$ cat config.mk
export PLATFORM = sky130hd
export DESIGN_NAME = tpwm_timer
export DESIGN_NICKNAME = d
export VERILOG_FILES = /design/src/rtl/tpwm_pkg.sv /design/src/rtl/tpwm_timer.sv
export SDC_FILE = /design/constraint.sdc
export NUM_CORES = 1
export LEC_CHECK = 0
export BUFFER_PORTS_ARGS = -buffer_cell sky130_fd_sc_hd__buf_2
export CORE_MARGIN = 2
export CORE_UTILIZATION = 36
export DETAILED_ROUTE_END_ITERATION = 10
export PLACE_DENSITY = 0.5
export SLEW_MARGIN = 20
export SYNTH_ARGS = -nofsm -noshare
export SYNTH_HDL_FRONTEND = slang
export SYNTH_SLANG_ARGS = --single-unit
$ cat constraint.sdc
create_clock -name clk_sys -period 5.6 [get_ports clk_sys]
set_input_delay 1.12 -clock clk_sys [delete_from_list [all_inputs] [get_ports clk_sys]]
set_output_delay 1.12 -clock clk_sys [all_outputs]
set_load 0.02 [all_outputs]
$ cat src/rtl/tpwm_pkg.sv
// Shared constants and types of the 8-bit waveform timer
package tpwm_pkg;

   // Register offsets on the plain register port
   localparam logic [2:0] REG_CTRL_A = 3'h0;
   localparam logic [2:0] REG_CTRL_B = 3'h1;
   localparam logic [2:0] REG_COUNT = 3'h2;
   localparam logic [2:0] REG_CMP_A = 3'h3;
   localparam logic [2:0] REG_CMP_B = 3'h4;
   localparam logic [2:0] REG_FLAGS = 3'h5;
   localparam logic [2:0] REG_PIN_DIR = 3'h6;

   // Field positions
   localparam int ACT_A_LSB = 6;
   localparam int ACT_STRIDE = 2;
   localparam int MODE_LOW_LSB = 0;
   localparam int MODE_HIGH_BIT = 3;
   localparam int FLAG_OVF_BIT = 0;
   localparam int FLAG_CMP_LSB = 1;

   // Reset values
   localparam logic [7:0] CTRL_RESET = 8'h00;
   localparam logic [7:0] COUNT_RESET = 8'h00;
   localparam logic [7:0] CMP_RESET = 8'h00;
   localparam logic [7:0] RD_IDLE = 8'h00;

   // Counter extremes
   localparam logic [7:0] CNT_BOTTOM = 8'h00;
   localparam logic [7:0] CNT_MAX = 8'hff;
   localparam logic [7:0] CNT_STEP = 8'h01;

   // Waveform mode codes
   localparam logic [2:0] MODE_NORMAL = 3'h0;
   localparam logic [2:0] MODE_PC_MAX = 3'h1;
   localparam logic [2:0] MODE_CLEAR_ON_MATCH = 3'h2;
   localparam logic [2:0] MODE_FAST_MAX = 3'h3;
   localparam logic [2:0] MODE_PC_CMP = 3'h5;
   localparam logic [2:0] MODE_FAST_CMP = 3'h7;

   // Output action codes
   localparam logic [1:0] ACT_OFF = 2'h0;
   localparam logic [1:0] ACT_TOGGLE = 2'h1;
   localparam logic [1:0] ACT_CLEAR = 2'h2;
   localparam logic [1:0] ACT_SET = 2'h3;

   // One register port request
   typedef struct packed {
      logic wr;
      logic rd;
      logic [2:0] addr;
      logic [7:0] wdata;
   } tpwm_bus_req_t;

endpackage : tpwm_pkg

$ cat src/rtl/tpwm_timer.sv
// 8-bit timer with clear-on-match, fast PWM and phase-correct PWM modes
`timescale 1ns/1ns
`default_nettype none

module tpwm_timer
   import tpwm_pkg::*;
(
   // Clock and reset
   input wire logic clk_sys,
   input wire logic sys_rst,
   // Prescaled timer clock enable
   input wire logic timer_tick,
   // Register port
   input wire tpwm_bus_req_t bus_req,
   output logic [7:0] bus_rdata,
   // Waveform state and pins, index 0 is channel A
   output logic wave_out_a,
   output logic wave_out_b,
   output logic [1:0] pin_out,
   output logic [1:0] pin_oe
);

   logic [7:0] ctrl_a_q;
   logic [7:0] ctrl_b_q;
   logic [7:0] count_q;
   logic dir_down_q;
   logic block_q;
   logic ovf_flag_q;
   logic [1:0] cmp_flag_q;
   logic [1:0] pin_dir_q;
   logic [1:0] wave_q;
   logic [1:0] up_seen_q;
   logic [7:0] cmp_q [2];
   logic [7:0] cmp_buf_q [2];
   logic [1:0] match;
   logic [1:0] wave_d;
   logic [2:0] waveform_mode;
   logic is_ctc;
   logic is_fast;
   logic is_pc;
   logic is_pwm;
   logic [7:0] top_val;
   logic at_top;
   logic at_bottom;
   logic going_up;
   logic wr_count;
   logic ovf_set;

   // Mode decode; field split over both control registers
   assign waveform_mode = {ctrl_b_q[MODE_HIGH_BIT],
                           ctrl_a_q[MODE_LOW_LSB +: 2]};
   assign is_ctc = waveform_mode == MODE_CLEAR_ON_MATCH;
   assign is_fast = waveform_mode == MODE_FAST_MAX ||
                    waveform_mode == MODE_FAST_CMP;
   assign is_pc = waveform_mode == MODE_PC_MAX ||
                  waveform_mode == MODE_PC_CMP;
   assign is_pwm = is_fast || is_pc;

   // Ceiling: compare A in modes 2, 5, 7, else the full 8-bit range
   assign top_val = (is_ctc || waveform_mode == MODE_FAST_CMP ||
                     waveform_mode == MODE_PC_CMP) ? cmp_q[0] : CNT_MAX;
   assign at_top = count_q == top_val;
   assign at_bottom = count_q == CNT_BOTTOM;
   // A match at bottom counts as an up-count match
   assign going_up = !dir_down_q || at_bottom;
   assign wr_count = bus_req.wr && bus_req.addr == REG_COUNT;

   // Counter; a tick-free cycle without a count write leaves it untouched
   always_ff @(posedge clk_sys)
   begin
      if (sys_rst)
      begin
         count_q <= COUNT_RESET;
         dir_down_q <= 1'b0;
      end
      else if (wr_count)
         count_q <= bus_req.wdata;
      else if (timer_tick)
      begin
         if (is_fast)
            // Wrap on the tick after reaching ceiling
            count_q <= at_top ? CNT_BOTTOM : count_q + CNT_STEP;
         else if (is_pc)
         begin
            // Ceiling turns straight to down, no hold; 510 ticks at ceiling 0xff, twice the ceiling otherwise
            if (!dir_down_q)
            begin
               if (at_top)
               begin
                  count_q <= count_q - CNT_STEP;
                  dir_down_q <= 1'b1;
               end
               else
                  count_q <= count_q + CNT_STEP;
            end
            else if (at_bottom)
            begin
               count_q <= count_q + CNT_STEP;
               dir_down_q <= 1'b0;
            end
            else
               count_q <= count_q - CNT_STEP;
         end
         else if (is_ctc && match[0])
            count_q <= CNT_BOTTOM;
         else
            // A missed match simply wraps through 0xff
            count_q <= count_q + CNT_STEP;
         if (!is_pc)
            dir_down_q <= 1'b0;
      end
   end

   // A count write hides compare matches for the next tick
   always_ff @(posedge clk_sys)
   begin
      if (sys_rst)
         block_q <= 1'b0;
      else if (wr_count)
         block_q <= 1'b1;
      else if (timer_tick)
         block_q <= 1'b0;
   end

   // Overflow event per mode
   always_comb
   begin
      if (is_fast)
         ovf_set = at_top;
      else if (is_pc)
         ovf_set = at_bottom && dir_down_q;
      else
         ovf_set = count_q == CNT_MAX && !(is_ctc && match[0]);
   end

   // Sticky flags; write one clears, a same-cycle set wins
   always_ff @(posedge clk_sys)
   begin
      if (sys_rst)
         ovf_flag_q <= 1'b0;
      else
         ovf_flag_q <= (ovf_flag_q && !(bus_req.wr &&
                        bus_req.addr == REG_FLAGS &&
                        bus_req.wdata[FLAG_OVF_BIT])) ||
                       (timer_tick && ovf_set);
   end

   // Control and pin direction registers
   always_ff @(posedge clk_sys)
   begin
      if (sys_rst)
      begin
         ctrl_a_q <= CTRL_RESET;
         ctrl_b_q <= CTRL_RESET;
         pin_dir_q <= 2'h0;
      end
      else if (bus_req.wr)
      begin
         if (bus_req.addr == REG_CTRL_A)
            ctrl_a_q <= bus_req.wdata;
         if (bus_req.addr == REG_CTRL_B)
            ctrl_b_q <= bus_req.wdata;
         if (bus_req.addr == REG_PIN_DIR)
            pin_dir_q <= bus_req.wdata[1:0];
      end
   end

   // Per-channel compare, flag and waveform logic
   for (genvar ch = 0; ch < 2; ch++)
   begin : g_chan
      logic [1:0] act;
      logic ignore_match;
      logic cmp_wr;
      logic up_res;

      assign act = ctrl_a_q[ACT_A_LSB - ACT_STRIDE * ch +: 2];
      // Compare at ceiling with a PWM action is handled at top/bottom
      assign ignore_match = act[1] && cmp_q[ch] == top_val;
      assign cmp_wr = bus_req.wr &&
                      bus_req.addr == REG_CMP_A + 3'(ch);
      assign up_res = act[0];
      assign match[ch] = count_q == cmp_q[ch] && !block_q;

      // Software copy; also the active value outside PWM
      always_ff @(posedge clk_sys)
      begin
         if (sys_rst)
            cmp_buf_q[ch] <= CMP_RESET;
         else if (cmp_wr)
            cmp_buf_q[ch] <= bus_req.wdata;
      end

      // Active compare; PWM loads it at the top of the slope
      always_ff @(posedge clk_sys)
      begin
         if (sys_rst)
            cmp_q[ch] <= CMP_RESET;
         else if (cmp_wr && !is_pwm)
            cmp_q[ch] <= bus_req.wdata;
         else if (timer_tick && is_pwm && at_top && !dir_down_q)
            cmp_q[ch] <= cmp_buf_q[ch];
      end

      // Compare flag on equality, set wins over clear
      always_ff @(posedge clk_sys)
      begin
         if (sys_rst)
            cmp_flag_q[ch] <= 1'b0;
         else
            cmp_flag_q[ch] <= (cmp_flag_q[ch] && !(bus_req.wr &&
                               bus_req.addr == REG_FLAGS &&
                               bus_req.wdata[FLAG_CMP_LSB + ch])) ||
                              (timer_tick && match[ch]);
      end

      // Up-count match seen since the last bottom
      always_ff @(posedge clk_sys)
      begin
         if (sys_rst)
            up_seen_q[ch] <= 1'b0;
         else if (timer_tick && is_pc)
         begin
            if (match[ch] && going_up && !ignore_match)
               up_seen_q[ch] <= 1'b1;
            else if (at_bottom)
               up_seen_q[ch] <= 1'b0;
         end
      end

      // Next waveform level
      always_comb
      begin
         wave_d[ch] = wave_q[ch];
         if (timer_tick)
         begin
            if (is_pwm && act == ACT_TOGGLE)
            begin
               // Toggle only on A and only with mode high bit
               if (ch == 0 && waveform_mode[2] && match[ch])
                  wave_d[ch] = !wave_q[ch];
            end
            else if (is_fast && act[1])
            begin
               if (at_top)
                  wave_d[ch] = !up_res;
               else if (match[ch] && !ignore_match)
                  wave_d[ch] = up_res;
            end
            else if (is_pc && act[1])
            begin
               if (match[ch] && !ignore_match)
                  wave_d[ch] = going_up ? up_res : !up_res;
               else if (ignore_match && at_top)
                  wave_d[ch] = !up_res;
               else if (at_bottom && !up_seen_q[ch] && !ignore_match)
                  wave_d[ch] = up_res;
            end
            else if (!is_pwm && match[ch])
            begin
               case (act)
                  ACT_TOGGLE: wave_d[ch] = !wave_q[ch];
                  ACT_CLEAR: wave_d[ch] = 1'b0;
                  ACT_SET: wave_d[ch] = 1'b1;
                  default: wave_d[ch] = wave_q[ch];
               endcase
            end
         end
      end

      // Waveform state, cleared by system reset
      always_ff @(posedge clk_sys)
      begin
         if (sys_rst)
            wave_q[ch] <= 1'b0;
         else
            wave_q[ch] <= wave_d[ch];
      end

      // Pin drive; port data is not modelled, so an idle pin shows 0
      always_ff @(posedge clk_sys)
      begin
         if (sys_rst)
         begin
            pin_out[ch] <= 1'b0;
            pin_oe[ch] <= 1'b0;
         end
         else
         begin
            pin_out[ch] <= act != ACT_OFF && wave_q[ch];
            pin_oe[ch] <= pin_dir_q[ch];
         end
      end
   end

   assign wave_out_a = wave_q[0];
   assign wave_out_b = wave_q[1];

   // Read data, valid the cycle after the read strobe only
   always_ff @(posedge clk_sys)
   begin
      if (sys_rst || !bus_req.rd)
         bus_rdata <= RD_IDLE;
      else
      begin
         case (bus_req.addr)
            REG_CTRL_A: bus_rdata <= ctrl_a_q;
            REG_CTRL_B: bus_rdata <= ctrl_b_q;
            REG_COUNT: bus_rdata <= count_q;
            REG_CMP_A: bus_rdata <= cmp_buf_q[0];
            REG_CMP_B: bus_rdata <= cmp_buf_q[1];
            REG_FLAGS: bus_rdata <= {5'h00, cmp_flag_q, ovf_flag_q};
            REG_PIN_DIR: bus_rdata <= {6'h00, pin_dir_q};
            default: bus_rdata <= RD_IDLE;
         endcase
      end
   end

endmodule : tpwm_timer

`default_nettype wire

Word level (Yosys, flattened, before mapping)
Memory sizes are Yosys's and may differ from the RTL's.
Cells that the tools add are included.
- register bits after elaboration: 47
- memory bits (writable): 32
- bits of input ports: 16
- output and inout port bits: 14
- word-level logic and storage cells: 225
- memories: 2
- add/sub/neg operators: 2
- eq/ne operators: 29
- mux-type cells: 72
- bitwise gates (word level): 8
- reduce and logical (&&, ||, !) cells: 94
- memory list (name ; words ; bits a word ; rd ports ; clocked after memory_dff ; write ports ; line ; source):
    cmp_buf_q ; 2 ; 8 ; 2 ; 0 ; 2 ; tpwm_timer.sv:34 ; logic [7:0] cmp_buf_q [2];
    cmp_q ; 2 ; 8 ; 2 ; 0 ; 2 ; tpwm_timer.sv:33 ; logic [7:0] cmp_q [2];
- operator list (operator ; number):
    two-way mux 8 bit ; 16
    one-hot mux 8 bit (7 select lines) ; 1
    two-way mux 1 bit ; 53
    logical AND 1 bit ; 49
    equality test 8 bit ; 5
    zero test 1 bit ; 16
    equality test 3 bit, second input constant ; 5
    equality test 3 x 2 -> 1 bit, second input constant ; 4
    AND reduction 6 bit ; 2
    logical OR 1 bit ; 10
    AND reduction 2 bit ; 5
    nonzero test 2 bit ; 5
    adder 8 x 1 -> 8 bit, second input constant ; 1
    equality test 2 bit, second input constant ; 4
    equality test 8 bit, second input constant ; 1
    zero test 8 bit ; 1
    subtractor 8 x 1 -> 8 bit, second input constant ; 1
    equality test 3 x 1 -> 1 bit, second input constant ; 2
    != test 6 x 4 -> 1 bit, second input constant ; 1
    OR 1 bit ; 6
    one-hot mux 1 bit (3 select lines) ; 2
    nonzero test 6 bit ; 1
    != test 5 x 3 -> 1 bit, second input constant ; 1
    nonzero test 5 bit ; 1
    other kinds (10) ; 12

Logic depth before layout (Yosys ltp)
Gate-level depths: netlist of run 1.
- depth in word-level cells: 14
- gate-level depth with buffers: 11
- mapped depth without buffers: 9

Least setup slack after synthesis of run 1
No wires, ideal clock.
- path kind: in2reg
- start point: in bus_req[8] in the netlist's numbering
- end point: mem cmp_q[1][0], enable pin
- library setup time: 0.329 ns
- arrival: 2.760 ns
- data required time: 5.271 ns
- slack: 2.511 ns
- stages: 5
- buffers on the path: 2
- path through: clkbuf_1 -> clkbuf_1 -> o31ai_1 -> o21ai_0 -> nand2_1
- RTL lines (element ; line ; source):
    start: declaration ; tpwm_timer.sv:14 ; input wire tpwm_bus_req_t bus_req,
    end: declaration ; tpwm_timer.sv:33 ;

Final worst setup path of run 1
- start point: reg ctrl_a_q[0]
- end point: reg count_q[5]
- word-level cells in the longest chain between the ends: 11
- elaborated cells on any way between the ends: 20
- classes of those cells: eq/ne: 6; mux: 9; reduce/logical: 5
- RTL lines (element ; line ; source):
    start: declaration ; tpwm_timer.sv:23 ; logic [7:0] ctrl_a_q;
    start signal: assignment ; tpwm_timer.sv:160 ; ctrl_a_q <= bus_req.wdata;
    equality test 3 x 2 -> 1 bit / equality test 3 bit (equally long branches) ; tpwm_timer.sv:52, tpwm_timer.sv:54, tpwm_timer.sv:60 ;
    logical OR 1 bit (2 in series) ; tpwm_timer.sv:60 ; assign top_val = (is_ctc || waveform_mode == MODE_FAST_CMP ||
    two-way mux 8 bit ; tpwm_timer.sv:61 ; waveform_mode == MODE_PC_CMP) ? cmp_q[0] : CNT_MAX;
    equality test 8 bit ; tpwm_timer.sv:62 ; assign at_top = count_q == top_val;
    two-way mux 8 bit ; tpwm_timer.sv:88 ; if (at_top)
    two-way mux 8 bit ; tpwm_timer.sv:86 ; if (!dir_down_q)
    two-way mux 8 bit ; tpwm_timer.sv:83 ; else if (is_pc)
    two-way mux 8 bit (*) ; tpwm_timer.sv:80 ; if (is_fast)
    two-way mux 8 bit (*) ; tpwm_timer.sv:78 ; else if (timer_tick)
    two-way mux 8 bit (*) ; tpwm_timer.sv:76 ; else if (wr_count)
    end signal: assignment ; tpwm_timer.sv:77 ; count_q <= bus_req.wdata;
    end signal: assignment ; tpwm_timer.sv:82 ; count_q <= at_top ? CNT_BOTTOM : count_q + CNT_STEP;
    end signal: assignment ; tpwm_timer.sv:90 ; count_q <= count_q - CNT_STEP;
    end: declaration ; tpwm_timer.sv:25 ; logic [7:0] count_q;
Every way passes the cells marked *; elsewhere a longest branch is shown, timed or not. The select of a mux whose other input is x is not followed.
A chain may end at the register's enable or synchronous reset.

==> results of run 1 <==
## sequential cells by signal, summed over array words and instances (netlist names)
| signal | cells |
|---|---|
| block_q | 1 |
| bus_rdata | 8 |
| cmp_buf_q | 16 |
| cmp_flag_q | 2 |
| cmp_q | 16 |
| count_q | 8 |
| ctrl_a_q | 8 |
| ctrl_b_q | 8 |
| dir_down_q | 1 |
| ovf_flag_q | 1 |
| pin_dir_q | 2 |
| pin_oe | 2 |
| pin_out | 2 |
| up_seen_q | 2 |
| wave_out_a | 1 |
| wave_out_b | 1 |
## cell usage after synthesis (3+ instances only)
master | number | area share (%)
o21ai_0 | 12 | 1.2
nand2b_1 | 8 | 1.0
nor4_2 | 3 | 0.78
or3_1 | 5 | 0.65
o211ai_1 | 4 | 0.62
o21a_1 | 4 | 0.62
nand4_1 | 3 | 0.39
o31ai_1 | 3 | 0.46
o21bai_1 | 3 | 0.46
a41oi_1 | 3 | 0.54
inv_1 | 11 | 0.85
and2_1 | 20 | 2.6
nor3_1 | 13 | 1.3
nor2_1 | 47 | 3.6
o41ai_1 | 4 | 0.72
clkbuf_1 | 21 | 1.6
nor3b_1 | 6 | 0.93
a32oi_1 | 3 | 0.54
nor4b_1 | 3 | 0.54
a21oi_1 | 38 | 3.9
nor2b_1 | 8 | 1.0
nand3b_1 | 6 | 0.93
a22oi_1 | 16 | 2.5
nand3_1 | 11 | 1.1
and3_1 | 6 | 0.78
xnor2_1 | 23 | 4.2
a211oi_1 | 4 | 0.62
buf_4 | 3 | 0.46
mux2_2 | 10 | 2.3
edfxtp_1 | 32 | 20
nand2_1 | 70 | 5.4
a22o_1 | 20 | 3.6
nor4_1 | 4 | 0.52
mux2i_1 | 3 | 0.62
dfxtp_1 | 47 | 19
buf_2 | 9 | 0.93
buf_1 | 4 | 0.31
a31oi_1 | 6 | 0.78
ha_1 | 3 | 0.78
a221oi_1 | 4 | 0.72
xor2_1 | 6 | 1.1
## path summary, 6_finish.rpt
path                            depth (start not counted)                  endpoint                     start
worst max-delay path                                    9   count_q[5]$_SDFFE_PP0P_  ctrl_a_q[0]$_SDFFE_PP0P_
worst max register to register                          9   count_q[5]$_SDFFE_PP0P_  ctrl_a_q[0]$_SDFFE_PP0P_
worst min-delay path                                    2  ctrl_a_q[2]$_SDFFE_PP0P_  ctrl_a_q[2]$_SDFFE_PP0P_
worst min register to register                          2  ctrl_a_q[2]$_SDFFE_PP0P_  ctrl_a_q[2]$_SDFFE_PP0P_
## metrics by stage
step	power, mW	utilization [%]	cells	instance area, sq um
3_3_place_gp	0.830	38.5	721	5070
4_1_cts	1.38	40.6	737	5360
6_report	1.38	40.7	737	5370
5_1_grt	1.43	40.7	737	5370
3_5_place_dp	0.828	38.5	721	5080
2_1_floorplan	0.769	-	549	4840
## final cells by class
type	instances	area share [%]
Tap cell	176	4.10
Clock buffer	9	4.20
Clock inverter	7	1.03
Inverter	12	0.840
Sequential cell	79	35.4
Timing Repair Buffer	34	3.40
Multi-Input combinational cell	420	51.0
## logic make-up after synthesis
| kind of cell | after synthesis | share of synthesized area [%] |
|---|---|---|
| AO/OA/AOI/OAI | 151 | 22.8 |
| adder cells (fa/ha/maj) | 3 | 0.775 |
| buffers and inverters | 50 | 4.49 |
| flip-flops | 79 | 39.3 |
| multiplexers | 14 | 3.41 |
| AND/OR/NAND/NOR | 223 | 24.1 |
| XOR/XNOR | 29 | 5.24 |
## power breakdown
group          leakage [nW]  switching (mW)  internal (mW)
combinational          1.04          0.0994         0.0608
clock                 0.138           0.252          0.306
sequential            0.706          0.0384          0.620
## metal layers
metal | global-route usage [%] | part of all wire (%)
met1 | 31.4 | 46
met2 | 35.2 | 47
met3 | 2.71 | 6.2
met4 | 6.32 | 1.7
met5 | 0 | 0
## worst register-to-register path, delay by kind of cell (launching register included)
kind	cells	cell delay [ns]
compound gates	4	0.70
flops	1	0.39
simple gates	4	1.87
buf+inv	1	0.24
## cell usage in the layout, fill, tap and decap left out, types with 4 or more instances in the layout
master / count
nor2_1: 47
a211oi_1: 4
a21oi_1: 38
nand2b_1: 8
buf_2: 29
or3_1: 5
nand2_1: 70
o21ai_0: 12
and3_1: 6
a22oi_1: 16
edfxtp_1: 32
o41ai_1: 4
nor3_1: 12
dfxtp_1: 47
o21a_1: 4
nor4_2: 4
a22o_1: 20
nand3_1: 11
clkbuf_16: 9
inv_1: 11
buf_4: 5
mux2_2: 10
nand3b_1: 6
xor2_1: 6
and2_1: 20
nor3b_1: 6
a31oi_1: 6
o211ai_1: 4
a221oi_1: 4
xnor2_1: 23
nor2b_1: 8
==> impl_metrics.ini, run 1 <==
[setup_path]
crit_slowest_cell = nor4_4
path_cells = buf_4 -> or3b_1 -> nand2_2 -> a32oi_1 -> nor4_4 -> a2bb2oi_1 -> nor2b_1 -> a221oi_1 -> a21oi_1
crit_required_ns = 5.78
crit_path_max_fanout = 17
worst_path_largest_cell_delay_ns = 0.97
endpoint_kind = register
cp.arrival_ns = 3.53
crit_type = register to register
r2r_setup_slack_ns = 2.25
path_delay_family = simple AND/OR/NAND/NOR gates
start_kind = register
path_buf_inv = 1

[grt]
grt_pass1_wl_mm = 24.3
grt_pass1_vias = 4078
grt_max_degree = 43
antenna_found_initial = 0
grt-ovfl-total = 0
track_usage_pct = 22.1

[clocking]
clock_latency_ns = 0.34
htreeDepth = 3
cts_root_buf = clkbuf_16
clk_pin_slew_ns = 0.06
cts_sinks = 79
cts_buffers = 9
ctsResizeCount = 0
cts.path.max_buffers = 2
post_cts_buffers = 0
cts_tree = yes
hold_buffers = 0

[sta]
max_freq_mhz = 299
rsz0062_at_grt = false
setup_ws_ns = 2.25
min_period_ns = 3.35
maxSlewViolCount = 0
hold_viol = 0
timing.setup.tns_ns = 0
period_share_pct = 59.8
relSlewSlack_pct = 27.2
finalSetupViolCount = 0
hold_slack_ns = 0.461
worst_slew_pin_slew_ns = 1.08
finClkSkew_ns = 0.00963

[layout]
fill_cells = 1345
drive_gt1_share_pct = 14.8
area_delta_synth_final_pct = 10.8
antenna_cells = 0
multiInputGateArea_sq_um = 2740
regArea_sq_um = 1900
finish.net_count = 575

[routing]
wl_per_cell_microns = 21.1
first_pass_iters = 6
drt_iter0_drc = 409
final_antenna_net_count = 0
wirelength_mm = 15.5
vias = 4306
routed_via_density = 5.84
drc = 0

[power_and_ir_drop]
power_density_nw_per_um2 = 257
vdd_drop_max_uv = 216
cellLeakagePower_nw = 1.89

[yosys]
synth_cell_types = 77
syn_area_per_cell_sq_um = 8.82
synth_warnings = 0
syn_inst = 549
synth_seq_cells = 79
yosysSeqAreaShare_pct = 39.3
synth_edf_count = 32
async_flop_share_pct = 0
syn_area_sq_um = 4840
synth_nets = 568
ys.flop_type = dfxtp_1

[die]
die_area_sq_um = 14400
fp-row-count = 42
core_sq_um = 13200
dieHeight_microns = 120
die_w_microns = 120
pin_count = 30
initial_core_util_pct = 36.7

[run]
cap_violations = 0

[placed_design]
dpl.hpwl_mm = 11.1
pre_cts_ws_ns = 2.10
io_buffers = 29
gp_congestion = 0.891

[hold_path]
hold_class = register to register

[outcome]
status = finished clean
No activity file was read; power rests on OpenSTA's default activity.
==> run 2: changes to the inputs <==
--- a/config.mk
+++ b/config.mk
@@ -5,6 +5,7 @@
 export SDC_FILE = /design/constraint.sdc
 export NUM_CORES = 1
 export LEC_CHECK = 0
+export ABC_AREA = 1
 export BUFFER_PORTS_ARGS = -buffer_cell sky130_fd_sc_hd__buf_2
 export CORE_MARGIN = 2
 export CORE_UTILIZATION = 36
==> constraint.sdc (replaced) <==
create_clock -name clk_sys -period 3.4 [get_ports clk_sys]
set_input_delay 0.68 -clock clk_sys [delete_from_list [all_inputs] [get_ports clk_sys]]
set_output_delay 0.68 -clock clk_sys [all_outputs]
set_load 0.02 [all_outputs]
==> impl_metrics.ini, run 2 <==
[grt]
grt_use_met3_pct = 5.14
grt_max_degree = 27
grt-ovfl-total = 0
use_met1_pct = 31.2
grt_use_met2_pct = 36.0
grt_pass1_vias = 4108
grt_busiest_layer = met2
track_usage_pct = 23.3
antenna_found_initial = 0
grt_pass1_wl_mm = 23.0

[clocking]
clk_pin_slew_ns = 0.07
cts_sinks = 79
post_cts_buffers = 0
clock_latency_ns = 0.35
cts_tree = yes
cts.path.max_buffers = 2
hold_buffers = 0
cts_buffers = 9
ctsResizeCount = 0
htreeDepth = 3
cts_root_buf = clkbuf_16

[die]
initial_core_util_pct = 36.5
core_sq_um = 12500
fp-row-count = 41
die_w_microns = 116
die_area_sq_um = 13500
dieHeight_microns = 116
pin_count = 30

[layout]
finish.net_count = 684
utilization_pct = 41.7
layout_commonest_cell = nand2_1
drive_gt1_share_pct = 9.55
final_cell_mix = 125 x nand2_1, 89 x inv_1, 84 x nor2_1
area_delta_synth_final_pct = 14.2
reg.largest.list = cmp_buf_q: 16 flops, cmp_q: 16 flops
antenna_cells = 0
stdcell_area_sq_um = 5190

[routing]
wl_per_cell_microns = 18.2
wirelength_mm = 15.3
final_antenna_net_count = 0
drt_iter0_drc = 446
routed_via_density = 5.31
vias = 4474
drc = 0
first_pass_iters = 5

[placed_design]
pre_cts_ws_ns = 0.584
io_buffers = 29
gp_congestion = 0.895
dpl.hpwl_mm = 11.4
place_area_sq_um = 4860

[sta]
hold_slack_ns = 0.470
rsz0062_at_grt = false
worst_slew_pin_slew_ns = 0.926
finClkSkew_ns = 0.00775
timing.setup.tns_ns = 0
min_period_ns = 2.87
maxSlewViolCount = 0
period_share_pct = 84.5
hold_viol = 0
relSlewSlack_pct = 38.0
max_freq_mhz = 348
setup_ws_ns = 0.526
finalSetupViolCount = 0

[setup_path]
crit_required_ns = 3.42
crit_path_max_fanout = 21
cp.arrival_ns = 2.89
start_kind = register
endpoint_kind = register
crit_type = register to register

[yosys]
synth.area.top_cells = edfxtp_1 21%, dfxtp_1 21%, nand2_1 10%, inv_1 7.3%, nor2_1 6.9%
synth_most_common_cell = nand2_1
syn_inst = 636
synth_edf_count = 32
synth_nets = 655
synth_top_area_share_pct = 21.1
yosysSeqAreaShare_pct = 41.8
synthTopCellsByCount = 125 x nand2_1, 89 x inv_1, 84 x nor2_1, 47 x dfxtp_1
async_flop_share_pct = 0
synth_cell_types = 41
syn_area_sq_um = 4550
ys.flop_type = dfxtp_1
synth_warnings = 0
synth_seq_cells = 79
synth_top_area_cell = edfxtp_1
syn_area_per_cell_sq_um = 7.15

[power_and_ir_drop]
cellLeakagePower_nw = 2.23
power_density_nw_per_um2 = 468
vdd_drop_max_uv = 362

[run]
cap_violations = 0

[outcome]
status = finished clean

[hold_path]
hold_class = register to register
-- run 2: changes by cell type after synthesis, moves of 9 or more --
cell and delta:
inv_1 +78, nand2_1 +55, nor2_1 +37, nand3_1 +35, o21ai_0 +31, o22ai_1 +28
xnor2_1 -21, a22o_1 -20, and2_1 -20, a22oi_1 -16, clkbuf_1 -15, mux2_2 -10
nand4_1 +9
-- run 2: per-stage QoR --
| step | power [mW] | cells |
|---|---|---|
| final | 2.43 | 842 |
| after floorplan | 1.24 | 636 |
| after global placement | 1.34 | 826 |
| after CTS | 2.44 | 842 |
| after detailed placement | 1.34 | 826 |
| after global routing | 2.50 | 842 |
-- run 2: layout make-up --
cell class / instances / area [sq um]
clock buffer: 9 / 225
clock inverter: 7 / 109
fill: 1309 / 7270
inverter: 99 / 373
multi-input combinational: 443 / 2190
sequential: 79 / 1900
tap: 172 / 215
timing repair buffer: 33 / 175
-- run 2: layer usage --
metal	wire length [microns]	vias up	part of all wire (%)
met1	6700	2072	44
met2	7040	176	46
met5	0	-	0
met4	489	0	3.2
met3	1120	37	7.3
li1	-	2189	-
-- run 2: cell families (layout without fill, tap and decap cells) --
logic type	after synthesis	after routing	synth area share, %
xor gates and xnor gates	13	13	2.50
DFF	79	79	41.8
AOI/OAI and AO/OA	141	141	18.0
buffers and inverters	114	148	9.91
and+or+nand+nor	286	286	26.9
adders and majority gates	3	3	0.826
-- run 2: worst max-delay path, stage by stage (launching register included) --
cell	delay [ns]
dfxtp_1	0.59
nor2_1	0.12
nand2_1	0.09
nand2_2	0.22
nand2_1	0.18
nand2_1	0.07
nand2_1	0.06
nand2_1	0.06
nor2_2	0.19
nand2_4	0.16
nor4_2	0.38
inv_1	0.12
nand3_1	0.29
-- run 2: path summary, 6_finish.rpt --
| kind | start | end | slack [ns] | cells after the start |
|---|---|---|---|---|
| max | ctrl_a_q[0]$_SDFFE_PP0P_ | cmp_q[1][6]$_SDFFCE_PN0P_ | 0.53 | 12 |
| min | up_seen_q[1]$_SDFFE_PP0P_ | up_seen_q[1]$_SDFFE_PP0P_ | 0.47 | 2 |
| max reg2reg | ctrl_a_q[0]$_SDFFE_PP0P_ | cmp_q[1][6]$_SDFFCE_PN0P_ | 0.53 | 12 |
| min reg2reg | up_seen_q[1]$_SDFFE_PP0P_ | up_seen_q[1]$_SDFFE_PP0P_ | 0.47 | 2 |
-- run 2: report_power, final --
part	internal (mW)	leakage (nW)	switching (mW)
combinational	0.0756	1.37	0.190
sequential	1.02	0.702	0.0367
clock	0.660	0.164	0.447
total	1.76	2.23	0.673
